===== src/pkg/csgf_pkg.sv =====
package csgf_pkg;
  // register location on the serial configuration bus
  localparam logic [6:0] CSGF_CFG_ADDR     = 7'h11;
  // field layout of receiver_gain_sense_config
  localparam int         CSGF_ASSERT_LSB   = 6;   // assert-count, 2 bits
  localparam int         CSGF_DEASSERT_BIT = 5;   // deassert-count, 1 bit
  localparam int         CSGF_HOLD_LSB     = 2;   // hold code, 3 bits
  localparam int         CSGF_EXTRA_LSB    = 0;   // extra-hold code, 2 bits
  localparam logic [7:0] CSGF_CFG_RESET    = 8'h65;
  // hold code that freezes levels for as long as it is selected
  localparam logic [2:0] CSGF_HOLD_FOREVER = 3'h7;
  // hold lengths in filter clocks, codes 0 to 6
  localparam logic [5:0] CSGF_HOLD_C0      = 6'h10;
  localparam logic [5:0] CSGF_HOLD_C1      = 6'h14;
  localparam logic [5:0] CSGF_HOLD_C2      = 6'h18;
  localparam logic [5:0] CSGF_HOLD_C3      = 6'h1c;
  localparam logic [5:0] CSGF_HOLD_C4      = 6'h20;
  localparam logic [5:0] CSGF_HOLD_C5      = 6'h28;
  localparam logic [5:0] CSGF_HOLD_C6      = 6'h30;
  // extra hold lengths in converter sample clocks, codes 0 to 3
  localparam logic [7:0] CSGF_EXTRA_C0     = 8'h10;
  localparam logic [7:0] CSGF_EXTRA_C1     = 8'h20;
  localparam logic [7:0] CSGF_EXTRA_C2     = 8'h40;
  localparam logic [7:0] CSGF_EXTRA_C3     = 8'h80;

  typedef enum logic [1:0] {
    CSGF_IDLE,
    CSGF_ARMED,
    CSGF_HOLD,
    CSGF_EXTRA
  } csgf_state_type;
endpackage : csgf_pkg


===== src/csgf_top.sv =====
// Notes on behaviour
// - carrier sense rises only after a run of assert-count plus one samples at or above the level.
// - a set carrier sense falls after one sample below the level, or two when the deassert-count bit is set.
// - the qualified carrier sense is also driven on the lock pin for the host to watch.
// - after a gain change that follows one of the events below, levels freeze for 16 to 48 filter clocks by code; code 7 freezes them while it is selected.
// - a gain change after a channel switch, lock loss or power-up freezes gain, sync, frequency and strength.
// - the same events add a further freeze of 16, 32, 64 or 128 converter sample clocks.
`timescale 1ns/10ps
`default_nettype none
module csgf_top
  import csgf_pkg::*;
(
  input  wire logic       clk_in,
  input  wire logic       arst_n_in,
  input  wire logic       cfg_wr_in,
  input  wire logic [6:0] cfg_addr_in,
  input  wire logic [7:0] cfg_wdata_in,
  input  wire logic       sample_valid_in,
  input  wire logic       above_level_in,
  input  wire logic       filter_tick_in,
  input  wire logic       adc_tick_in,
  input  wire logic       gain_change_in,
  input  wire logic       chan_switch_in,
  input  wire logic       lock_loss_in,
  input  wire logic       rx_powerup_in,
  output logic [7:0]      cfg_rdata_out,
  output logic            carrier_sense_out,
  output logic            lock_pin_out,
  output logic            freeze_out
);

  logic [7:0]     cfg;
  logic [1:0]     above_run;
  logic           below_run;
  logic           cs;
  csgf_state_type state;
  logic [7:0]     count;
  logic [7:0]     next_count;
  logic           next_freeze;

  wire logic [1:0] assert_cnt = cfg[CSGF_ASSERT_LSB +: 2];
  wire logic       deassert2  = cfg[CSGF_DEASSERT_BIT];
  wire logic [2:0] hold_code  = cfg[CSGF_HOLD_LSB +: 3];
  wire logic [1:0] extra_code = cfg[CSGF_EXTRA_LSB +: 2];
  wire logic       trigger    = chan_switch_in | lock_loss_in | rx_powerup_in;

  function automatic logic [7:0] hold_len(input logic [2:0] code);
    case (code)
      3'h0:    hold_len = {2'h0, CSGF_HOLD_C0};
      3'h1:    hold_len = {2'h0, CSGF_HOLD_C1};
      3'h2:    hold_len = {2'h0, CSGF_HOLD_C2};
      3'h3:    hold_len = {2'h0, CSGF_HOLD_C3};
      3'h4:    hold_len = {2'h0, CSGF_HOLD_C4};
      3'h5:    hold_len = {2'h0, CSGF_HOLD_C5};
      default: hold_len = {2'h0, CSGF_HOLD_C6};
    endcase
  endfunction : hold_len

  function automatic logic [7:0] extra_len(input logic [1:0] code);
    case (code)
      2'h0:    extra_len = CSGF_EXTRA_C0;
      2'h1:    extra_len = CSGF_EXTRA_C1;
      2'h2:    extra_len = CSGF_EXTRA_C2;
      default: extra_len = CSGF_EXTRA_C3;
    endcase
  endfunction : extra_len

  // configuration register, write and read back
  always_ff @(posedge clk_in or negedge arst_n_in) begin
    if (!arst_n_in) begin
      cfg           <= CSGF_CFG_RESET;
      cfg_rdata_out <= CSGF_CFG_RESET;
    end else begin
      if (cfg_wr_in && cfg_addr_in == CSGF_CFG_ADDR) begin
        cfg <= cfg_wdata_in;
      end
      cfg_rdata_out <= cfg;
    end
  end

  // run counters; a sample of the other kind restarts the run
  always_ff @(posedge clk_in or negedge arst_n_in) begin
    if (!arst_n_in) begin
      above_run <= 2'h0;
      below_run <= 1'b0;
    end else if (sample_valid_in) begin
      if (above_level_in) begin
        below_run <= 1'b0;
        if (above_run != 2'h3) begin
          above_run <= above_run + 2'h1;
        end
      end else begin
        above_run <= 2'h0;
        below_run <= 1'b1;
      end
    end
  end

  // qualified carrier sense; above_run counts the samples before this one
  always_ff @(posedge clk_in or negedge arst_n_in) begin
    if (!arst_n_in) begin
      cs <= 1'b0;
    end else if (sample_valid_in) begin
      if (above_level_in && !cs && above_run >= assert_cnt) begin
        cs <= 1'b1;
      end else if (!above_level_in && cs && (!deassert2 || below_run)) begin
        cs <= 1'b0;
      end
    end
  end

  // outputs registered so the pin sees no glitch
  always_ff @(posedge clk_in or negedge arst_n_in) begin
    if (!arst_n_in) begin
      carrier_sense_out <= 1'b0;
      lock_pin_out      <= 1'b0;
    end else begin
      carrier_sense_out <= cs;
      lock_pin_out      <= cs;
    end
  end

  // freeze sequencer: armed by an event, started by the next gain change
  always_ff @(posedge clk_in or negedge arst_n_in) begin
    if (!arst_n_in) begin
      state <= CSGF_IDLE;
      count <= 8'h0;
    end else begin
      count <= next_count;
      case (state)
        CSGF_IDLE: begin
          if (trigger) begin
            state <= CSGF_ARMED;
          end
        end
        CSGF_ARMED: begin
          if (gain_change_in) begin
            state <= CSGF_HOLD;
          end
        end
        CSGF_HOLD: begin
          if (filter_tick_in && count == 8'h1 && hold_code != CSGF_HOLD_FOREVER) begin
            state <= CSGF_EXTRA;
          end
        end
        CSGF_EXTRA: begin
          if (adc_tick_in && count == 8'h1) begin
            state <= trigger ? CSGF_ARMED : CSGF_IDLE;
          end
        end
        default: state <= CSGF_IDLE;
      endcase
    end
  end

  // counter loads on each phase entry, counts its own clock down
  always_comb begin
    next_count = count;
    case (state)
      CSGF_ARMED: begin
        next_count = hold_len(hold_code);
      end
      CSGF_HOLD: begin
        if (filter_tick_in && count == 8'h1) begin
          next_count = extra_len(extra_code);
        end else if (filter_tick_in && count != 8'h0) begin
          next_count = count - 8'h1;
        end
      end
      CSGF_EXTRA: begin
        if (adc_tick_in && count != 8'h0) begin
          next_count = count - 8'h1;
        end
      end
      default: next_count = 8'h0;
    endcase
  end

  // code 7 freezes whatever the sequencer does
  always_comb begin
    next_freeze = (hold_code == CSGF_HOLD_FOREVER) ||
                  (state == CSGF_HOLD) || (state == CSGF_EXTRA) ||
                  (state == CSGF_ARMED && gain_change_in);
  end

  always_ff @(posedge clk_in or negedge arst_n_in) begin
    if (!arst_n_in) begin
      freeze_out <= 1'b0;
    end else begin
      freeze_out <= next_freeze;
    end
  end
endmodule : csgf_top
`default_nettype wire


===== config.mk =====
export PLATFORM = sky130hd
export DESIGN_NAME = csgf_top
export DESIGN_NICKNAME = d
export VERILOG_FILES = /design/src/pkg/csgf_pkg.sv /design/src/csgf_top.sv
export SDC_FILE = /design/constraint.sdc
export NUM_CORES = 1
export LEC_CHECK = 0
export BUFFER_PORTS_ARGS = -buffer_cell sky130_fd_sc_hd__buf_2
export CAP_MARGIN = 30
export CORE_AREA = 3 3 57 59
export CTS_BUF_LIST = sky130_fd_sc_hd__clkbuf_4 sky130_fd_sc_hd__clkbuf_8
export CTS_CLUSTER_DIAMETER = 50
export CTS_CLUSTER_SIZE = 16
export DETAILED_ROUTE_END_ITERATION = 16
export DIE_AREA = 0 0 60 62
export GPL_TIMING_DRIVEN = 0
export MAX_ROUTING_LAYER = met4
export PLACE_DENSITY_LB_ADDON = 0.08
export SLEW_MARGIN = 30
export SYNTH_ARGS = -nofsm -noshare
export SYNTH_HDL_FRONTEND = slang
export SYNTH_SLANG_ARGS = --single-unit

===== constraint.sdc =====
create_clock -name clk_in -period 2.6 [get_ports clk_in]
set_input_delay 0.39 -clock clk_in [delete_from_list [all_inputs] [get_ports clk_in]]
set_output_delay 0.39 -clock clk_in [all_outputs]
set_load 0.02 [all_outputs]

==> results by group, run 1 <==
Timing
  – Peak Freq: 0.4518 GHz
  – Fin. max-slew vios: 0
  – Final Cycle Share: 0.8512
  – Least-Margin Pin Slew: approximately 0.66 ns
  – TNS Setup: 0 ns
  – Worst clock skew: approximately 0.0054 ns
  – RSZ-0062 raised after global routing: false
  – Final Hold Fails: 0
  – Max-slew headroom: 0.5576
  – Finish-stage setup viols: 0
  – Min Clock Period, post-route: around 2.2 ns

GRT
  – Global route overflow: 0
  – Pin count of the biggest net entering global routing: 33
  – Tot GR Track Use: 0.2324
  – Antenna violations before repair: 0
  – Vias in the first global route: ~1.3k
  – First-pass GRT wire length: 5.996 mm

Route
  – Routed WL: 3.610 mm
  – Pre-antenna DRT Iters: 4
  – DRC viols: 0
  – Routed Antenna Nets: 0
  – Vias/cell: between 5 and 6
  – Avg WL per Cell: 15.17 um
  – Starting DRT DRC Count: about 70
  – Via count: ~1.4k

Placement
  – Buffers on Ports: 36
  – GP Congestion: ~0.89
  – Detailed Place HPWL: ~2.7 mm
  – Dpl cell area: roughly 1900 um2
  – Dpl cells: 230

Final layout
  – Area occupied by multi-input gates: roughly 790 um2
  – Fill count: 217
  – Final Non-Filler Cells: 238
  – P&R area growth vs syn: 16.98%
  – Reg area: ~810 um2
  – Share of layout cells above drive strength 1: 0.3140
  – Final Instance Area: 1966 um2
  – # diodes: 0
  – Fin nets: 242

Die
  – Die W: about 60 um
  – Die area: about 3700 um2
  – Core area: between 2000 and 3000 um2
  – Initial Util: 0.6093
  – Io pins: 37
  – Die Y: between 60 and 70 um
  – # rows: 19

Power and ir drop
  – Max IR drop VDD: ~0.0008 V
  – PwrDens: between 900 and 1000 nW/um2
  – Power Total: 1867 uW
  – P_leak: ~0.00094 uW

Yosys
  – Syn Nets: a little under 200
  – Post-Syn Area: between 1500 and 2000 um2
  – Sequential share of the synthesized area: 0.4825
  – Number of synthesized flops with an enable pin: 0
  – FFs w/ async S/R, synth: 1.000
  – Synth cell types: 40
  – Gate Count Post-Synth: around 160
  – Syn Area/Cell: about 10 um2
  – #FFs+latches synth: 32
  – Post-synth top flop: dfrtp_1
  – Yosys warning count: 0

Clock tree
  – CTS clk-pin slew, worst paths: about 0.1 ns
  – Worst skew pair latency: around 0.34 ns
  – H-Tree Depth: 2
  – CTS Sinks: 32
  – CTS tree: built
  – CTS Root Cell: clkbuf_4
  – Post-CTS Resized: 0
  – CTS max path bufs: 2
  – # hold bufs at CTS: 0
  – Post-CTS setup repair buffer count: 0
  – TritonCTS buffer count: 5

Worst hold path
  – Hold Crit Class: input port to async pin

Critical path
  – Worst path top cell family by delay: simple AND/OR/NAND/NOR gates
  – Slowest-stage cell, CP: dfrtp_1
  – Worst-path fanout max: 6
  – Critical path type: flip-flop to flip-flop
  – Worst path max stage delay: 0.43 ns
  – Worst Path Required: between 2 and 3 ns
  – Worst setup SP type: flip-flop
  – Crit path buf inv count: 2
  – Crit. End Element: flip-flop
  – Critical-path cell list: inv_1 -> ha_1 -> inv_1 -> a2bb2oi_1 -> nand2_1 -> or3_1 -> o21ai_0
  – CP most frequent cell: inv_1
  – CP arrival: 2.48 ns

Status
  – Outcome: finished, final reports clean

Run
  – Max_cap viols: 0
==> power breakdown <==
part	switching (uW)	leakage (uW)	internal, uW
logic	517	0.000508	329
clock network	170	0.0000349	143
registers	101	0.000395	608
==> registers in the layout, indices dropped and copies added (netlist names) <==
signal         count
count              8
cfg                8
cs                 1
lock_pin_out       1
cfg_rdata_out      8
freeze_out         1
state              2
above_run          2
below_run          1
==> final timing paths <==
kind	depth (start not counted)	slack, ns	to	startpoint
max	7	0.39	count[0]	state[0]
min	1	0.07	count[1]	arst_n_in
max reg2reg	7	0.39	count[0]	state[0]
min reg2reg	0	0.38	cfg_rdata_out[5]	cfg[5]
max in group asynchronous	1	2.10	cfg[4]	arst_n_in
min in group clk_in	2	0.28	cfg[1]	cfg_wdata_in[1]
==> cells by family (layout without fill, tap and decap cells) <==
logic type,count (synthesis),in the layout,share of synthesized area
simple gates,52,52,0.1713
compound gates,40,40,0.1608
flops,32,32,0.4825
buf+inv,19,63,0.04542
fa+ha+maj,10,10,0.07446
mux,10,10,0.06553
==> cells in the mapped netlist (2+ instances only) <==
cell,number,area share
a21boi_0,2,0.0089
dfrtp_1,24,0.36
ha_1,10,0.074
mux2i_1,2,0.012
nand2_1,18,0.040
a31oi_1,2,0.0074
o21ai_0,10,0.030
nand3_1,6,0.018
a21oi_1,6,0.018
nor3_1,3,0.0089
a21o_1,2,0.0089
dfstp_2,8,0.13
a211oi_1,2,0.0089
nor4b_1,3,0.016
o221ai_1,3,0.016
or3_1,3,0.011
o31ai_1,4,0.018
mux2_2,8,0.054
nor2_1,8,0.018
nand2b_1,3,0.011
inv_1,17,0.038
==> cells in the final DEF, fill, tap and decap left out, drive strengths merged <==
cell / netlist / layout
a41oi: 1 / 1
o221ai: 3 / 3
o22a: 1 / 1
nand2b: 3 / 3
nor2b: 1 / 1
a2bb2oi: 1 / 1
a32oi: 1 / 1
mux2: 8 / 8
or2b: 1 / 1
o31ai: 4 / 4
a21o: 2 / 2
buf: 2 / 38
dfstp: 8 / 8
nor2: 8 / 8
nand2: 18 / 18
or4: 1 / 1
clkinvlp: 0 / 1
dfrtp: 24 / 24
clkbuf: 0 / 7
nor4bb: 1 / 1
o21ai: 10 / 10
o2bb2ai: 1 / 1
a31oi: 2 / 2
inv: 17 / 17
mux2i: 2 / 2
nand3: 6 / 6
o41ai: 1 / 1
or3: 3 / 3
nor3: 4 / 4
o22ai: 1 / 1
or2: 1 / 1
a211oi: 2 / 2
nor4b: 4 / 4
o211ai: 1 / 1
a21boi: 2 / 2
ha: 10 / 10
or4b: 1 / 1
a221o: 1 / 1
a21oi: 6 / 6
==> through the flow <==
stage	worst slack (ns)	hold WS (ns)	utilization
3_3_place_gp	0.5142	0.3636	0.6887
6_report	0.3868	0.07396	0.7128
3_5_place_dp	0.4865	0.3659	0.6887
2_1_floorplan	0.7938	0.09441	-
4_1_cts	0.4340	0.09653	0.7128
5_1_grt	0.1588	0.1038	0.7128
==> routing by layer <==
layer,vias to the layer above,track usage,wire length (um)
met5,-,-,0
met4,0,0.1108,106
met3,16,0.05165,271
met2,75,0.3519,1635
li1,671,-,-
met1,664,0.2964,1597
==> cell type report <==
class	count	share of cell area
sequential	32	0.4125
multi-input combinational	112	0.4036
timing repair buffer	36	0.09166
inverter	17	0.03246
clock buffer	7	0.02992
tap	31	0.01973
buffer	2	0.006365
clock inverter	1	0.003819
Note: power is estimated with default switching activity, not from simulation.
==> run 2, diff against run 1 <==
--- a/config.mk
+++ b/config.mk
@@ -16,6 +16,7 @@
 export GPL_TIMING_DRIVEN = 0
 export MAX_ROUTING_LAYER = met4
 export PLACE_DENSITY_LB_ADDON = 0.08
+export RECOVER_POWER = 100
 export SLEW_MARGIN = 30
 export SYNTH_ARGS = -nofsm -noshare
 export SYNTH_HDL_FRONTEND = slang
==> run 2 against run 1 <==
Effect of this change: the run now ends with max-capacitance violations, max-slew violations left; combinational power down 0.5%; worst hold slack better by 0.21 ns; final area down 0.83%; cell count unchanged; count of clock-buffer cells in the layout unchanged; register-to-register slack better by 0.03 ns.
==> results by group, run 2 (same netlist as run 1, synthesis figures left out) <==
Status
  – Outcome: finished, violations left
  – Failing checks: max-capacitance violations, max-slew violations

Final layout
  – Fin nets: 242 (unchanged)
  – Final Non-Filler Cells: 238 (unchanged)
  – Fill count: 222 (+2.3%)
  – Top flop regs: cfg x8, cfg_rdata_out x8, count x8
  – Commonest non-fill, non-tap cells in the layout: dfrtp_1, buf_2, nand2_1
  – P&R area growth vs syn: 16.01%
  – # diodes: 0 (unchanged)
  – Share of layout cells above drive strength 1: 0.2319 (-0.08213)

Route
  – Starting DRT DRC Count: 73 (+7.4%)
  – DRC viols: 0 (unchanged)
  – Vias/cell: 5.979 (-0.21%)
  – Routed WL: 3.612 mm (about the same)
  – Pre-antenna DRT Iters: 4 (unchanged)
  – Via count: 1423 (-0.21%)
  – Routed Antenna Nets: 0 (unchanged)
  – Avg WL per Cell: 15.18 um (about the same)

GRT
  – Pin count of the biggest net entering global routing: 33 (unchanged)
  – Antenna violations before repair: 0 (unchanged)
  – Tot GR Track Use: 0.2324 (unchanged)
  – Vias in the first global route: 1321 (unchanged)
  – First-pass GRT wire length: 5.996 mm (unchanged)
  – Global route overflow: 0 (unchanged)

Clock tree
  – Post-CTS setup repair buffer count: 0 (unchanged)
  – CTS clk-pin slew, worst paths: 0.10 ns (about the same)
  – H-Tree Depth: 2 (unchanged)
  – CTS tree: built
  – TritonCTS buffer count: 5 (unchanged)
  – CTS Root Cell: clkbuf_4
  – Worst skew pair latency: 0.34 ns (about the same)
  – # hold bufs at CTS: 0 (unchanged)
  – CTS Sinks: 32 (unchanged)
  – Post-CTS Resized: 0 (unchanged)
  – CTS max path bufs: 2 (unchanged)

Die
  – # rows: 19 (unchanged)
  – Initial Util: 0.6093 (unchanged)
  – Die Y: 62 um (unchanged)
  – Core area: 2758 um2 (unchanged)
  – Die W: 60 um (unchanged)
  – Io pins: 37 (unchanged)
  – Die area: 3720 um2 (unchanged)

Worst hold path
  – Min-Delay Endpoint: cfg[1]
  – Hold Crit Class: input port to flip-flop
  – Hold path start: cfg_wdata_in[1]
  – Hold Path Depth: 2

Placement
  – Dpl ws: 0.4865 ns (unchanged)
  – Detailed Place HPWL: 2.749 mm (unchanged)
  – GP Congestion: 0.8922 (unchanged)
  – Buffers on Ports: 36 (unchanged)
  – Dpl cells: 230 (unchanged)

Timing
  – Worst clock skew: 0.005724 ns (+0.0002800 ns)
  – TNS Setup: 0 ns (unchanged)
  – RSZ-0062 raised after global routing: false
  – Final Cycle Share: 0.8381 (-0.01313)
  – Least-Margin Pin Slew: 1.594 ns (+0.9309 ns)
  – Final Hold Fails: 0 (unchanged)
  – Min Clock Period, post-route: 2.179 ns (-0.03415 ns)
  – Peak Freq: 0.4589 GHz (+1.6%)
  – Setup WS post-layout: 0.4210 ns (+0.03415 ns)
  – Fin. max-slew vios: 33 (+33)
  – Finish-stage setup viols: 0 (unchanged)
  – Max-slew headroom: -0.06300 (-0.6206)

Critical path
  – Critical R2R Capture: count[0]
  – Worst Path Required: 2.86 ns (about the same)
  – CP arrival: 2.44 ns (-0.04 ns)
  – FF-to-FF path depth: 7 (unchanged)
  – Worst setup SP type: flip-flop
  – R2R Setup Slk: 0.42 ns (+0.03 ns)
  – Crit. End Element: flip-flop
  – Worst r2r src: state[0]
  – Worst-path fanout max: 6 (unchanged)
  – Critical path type: flip-flop to flip-flop

Power and ir drop
  – PwrDens: 954.9 nW/um2 (+0.56%)
  – Max IR drop VDD: 0.0008099 V (-1.1%)
  – P_leak: 0.0008903 uW (-5.1%)

Run
  – Max_cap viols: 1 (+1)
==> run 2: changes by cell type in the layout (fill, tap and decap cells not counted) <==
cell,delta
buf_2,-13
clkbuf_1,+13
dfstp_1,+4
dfstp_2,-4
==> run 2: worst max path at each step <==
stage             start       end  depth (start not counted)
2_1_floorplan  state[0]  count[1]                          7
3_3_place_gp   count[0]  count[6]                          7
3_5_place_dp   state[0]  count[0]                          7
4_1_cts        state[0]  count[0]                          7
5_1_grt        state[0]  count[0]                          7
6_report       state[0]  count[0]                          7
==> run 2: routing by layer <==
layer	track usage	vias to the layer above	wire, um
met5	-	-	0
met4	0.1108	0	99
met3	0.05165	14	238
met2	0.3519	63	1659
met1	0.2964	675	1614
li1	-	671	-
==> run 2: cell type report <==
type,instances,area [um2],share of cell area
tap,31,38.79,0.01990
sequential,32,810.8,0.4159
inverter,17,63.81,0.03273
multi-input combinational,112,793.3,0.4069
clock buffer,7,58.81,0.03017
buffer,2,11.26,0.005777
clock inverter,1,7.507,0.003851
timing repair buffer,36,165.2,0.08472
==> run 2: worst max-delay path, cell delays in order (launching register included) <==
cell and delay [ns]:
dfrtp_1 0.42, inv_1 0.10, ha_1 0.26, inv_1 0.11, a2bb2oi_1 0.40, nand2_1 0.26, or3_1 0.41, o21ai_0 0.14
==> run 2: where the power goes <==
group          internal [uW]  leakage [uW]  switching [uW]
Clock                    143     0.0000349             170
Sequential               606      0.000396             101
Combinational            319      0.000460             523
==> run 2: stage by stage <==
step,hold slack (ns),utilization,instance area (um2),power (uW)
after floorplan,0.09441,-,1680,1309
after global placement,0.3636,0.6887,1899,1499
after detailed placement,0.3659,0.6887,1899,1544
after CTS,0.09653,0.7128,1966,1863
after global routing,0.2614,0.7069,1949,2008
final,0.2809,0.7069,1949,1862
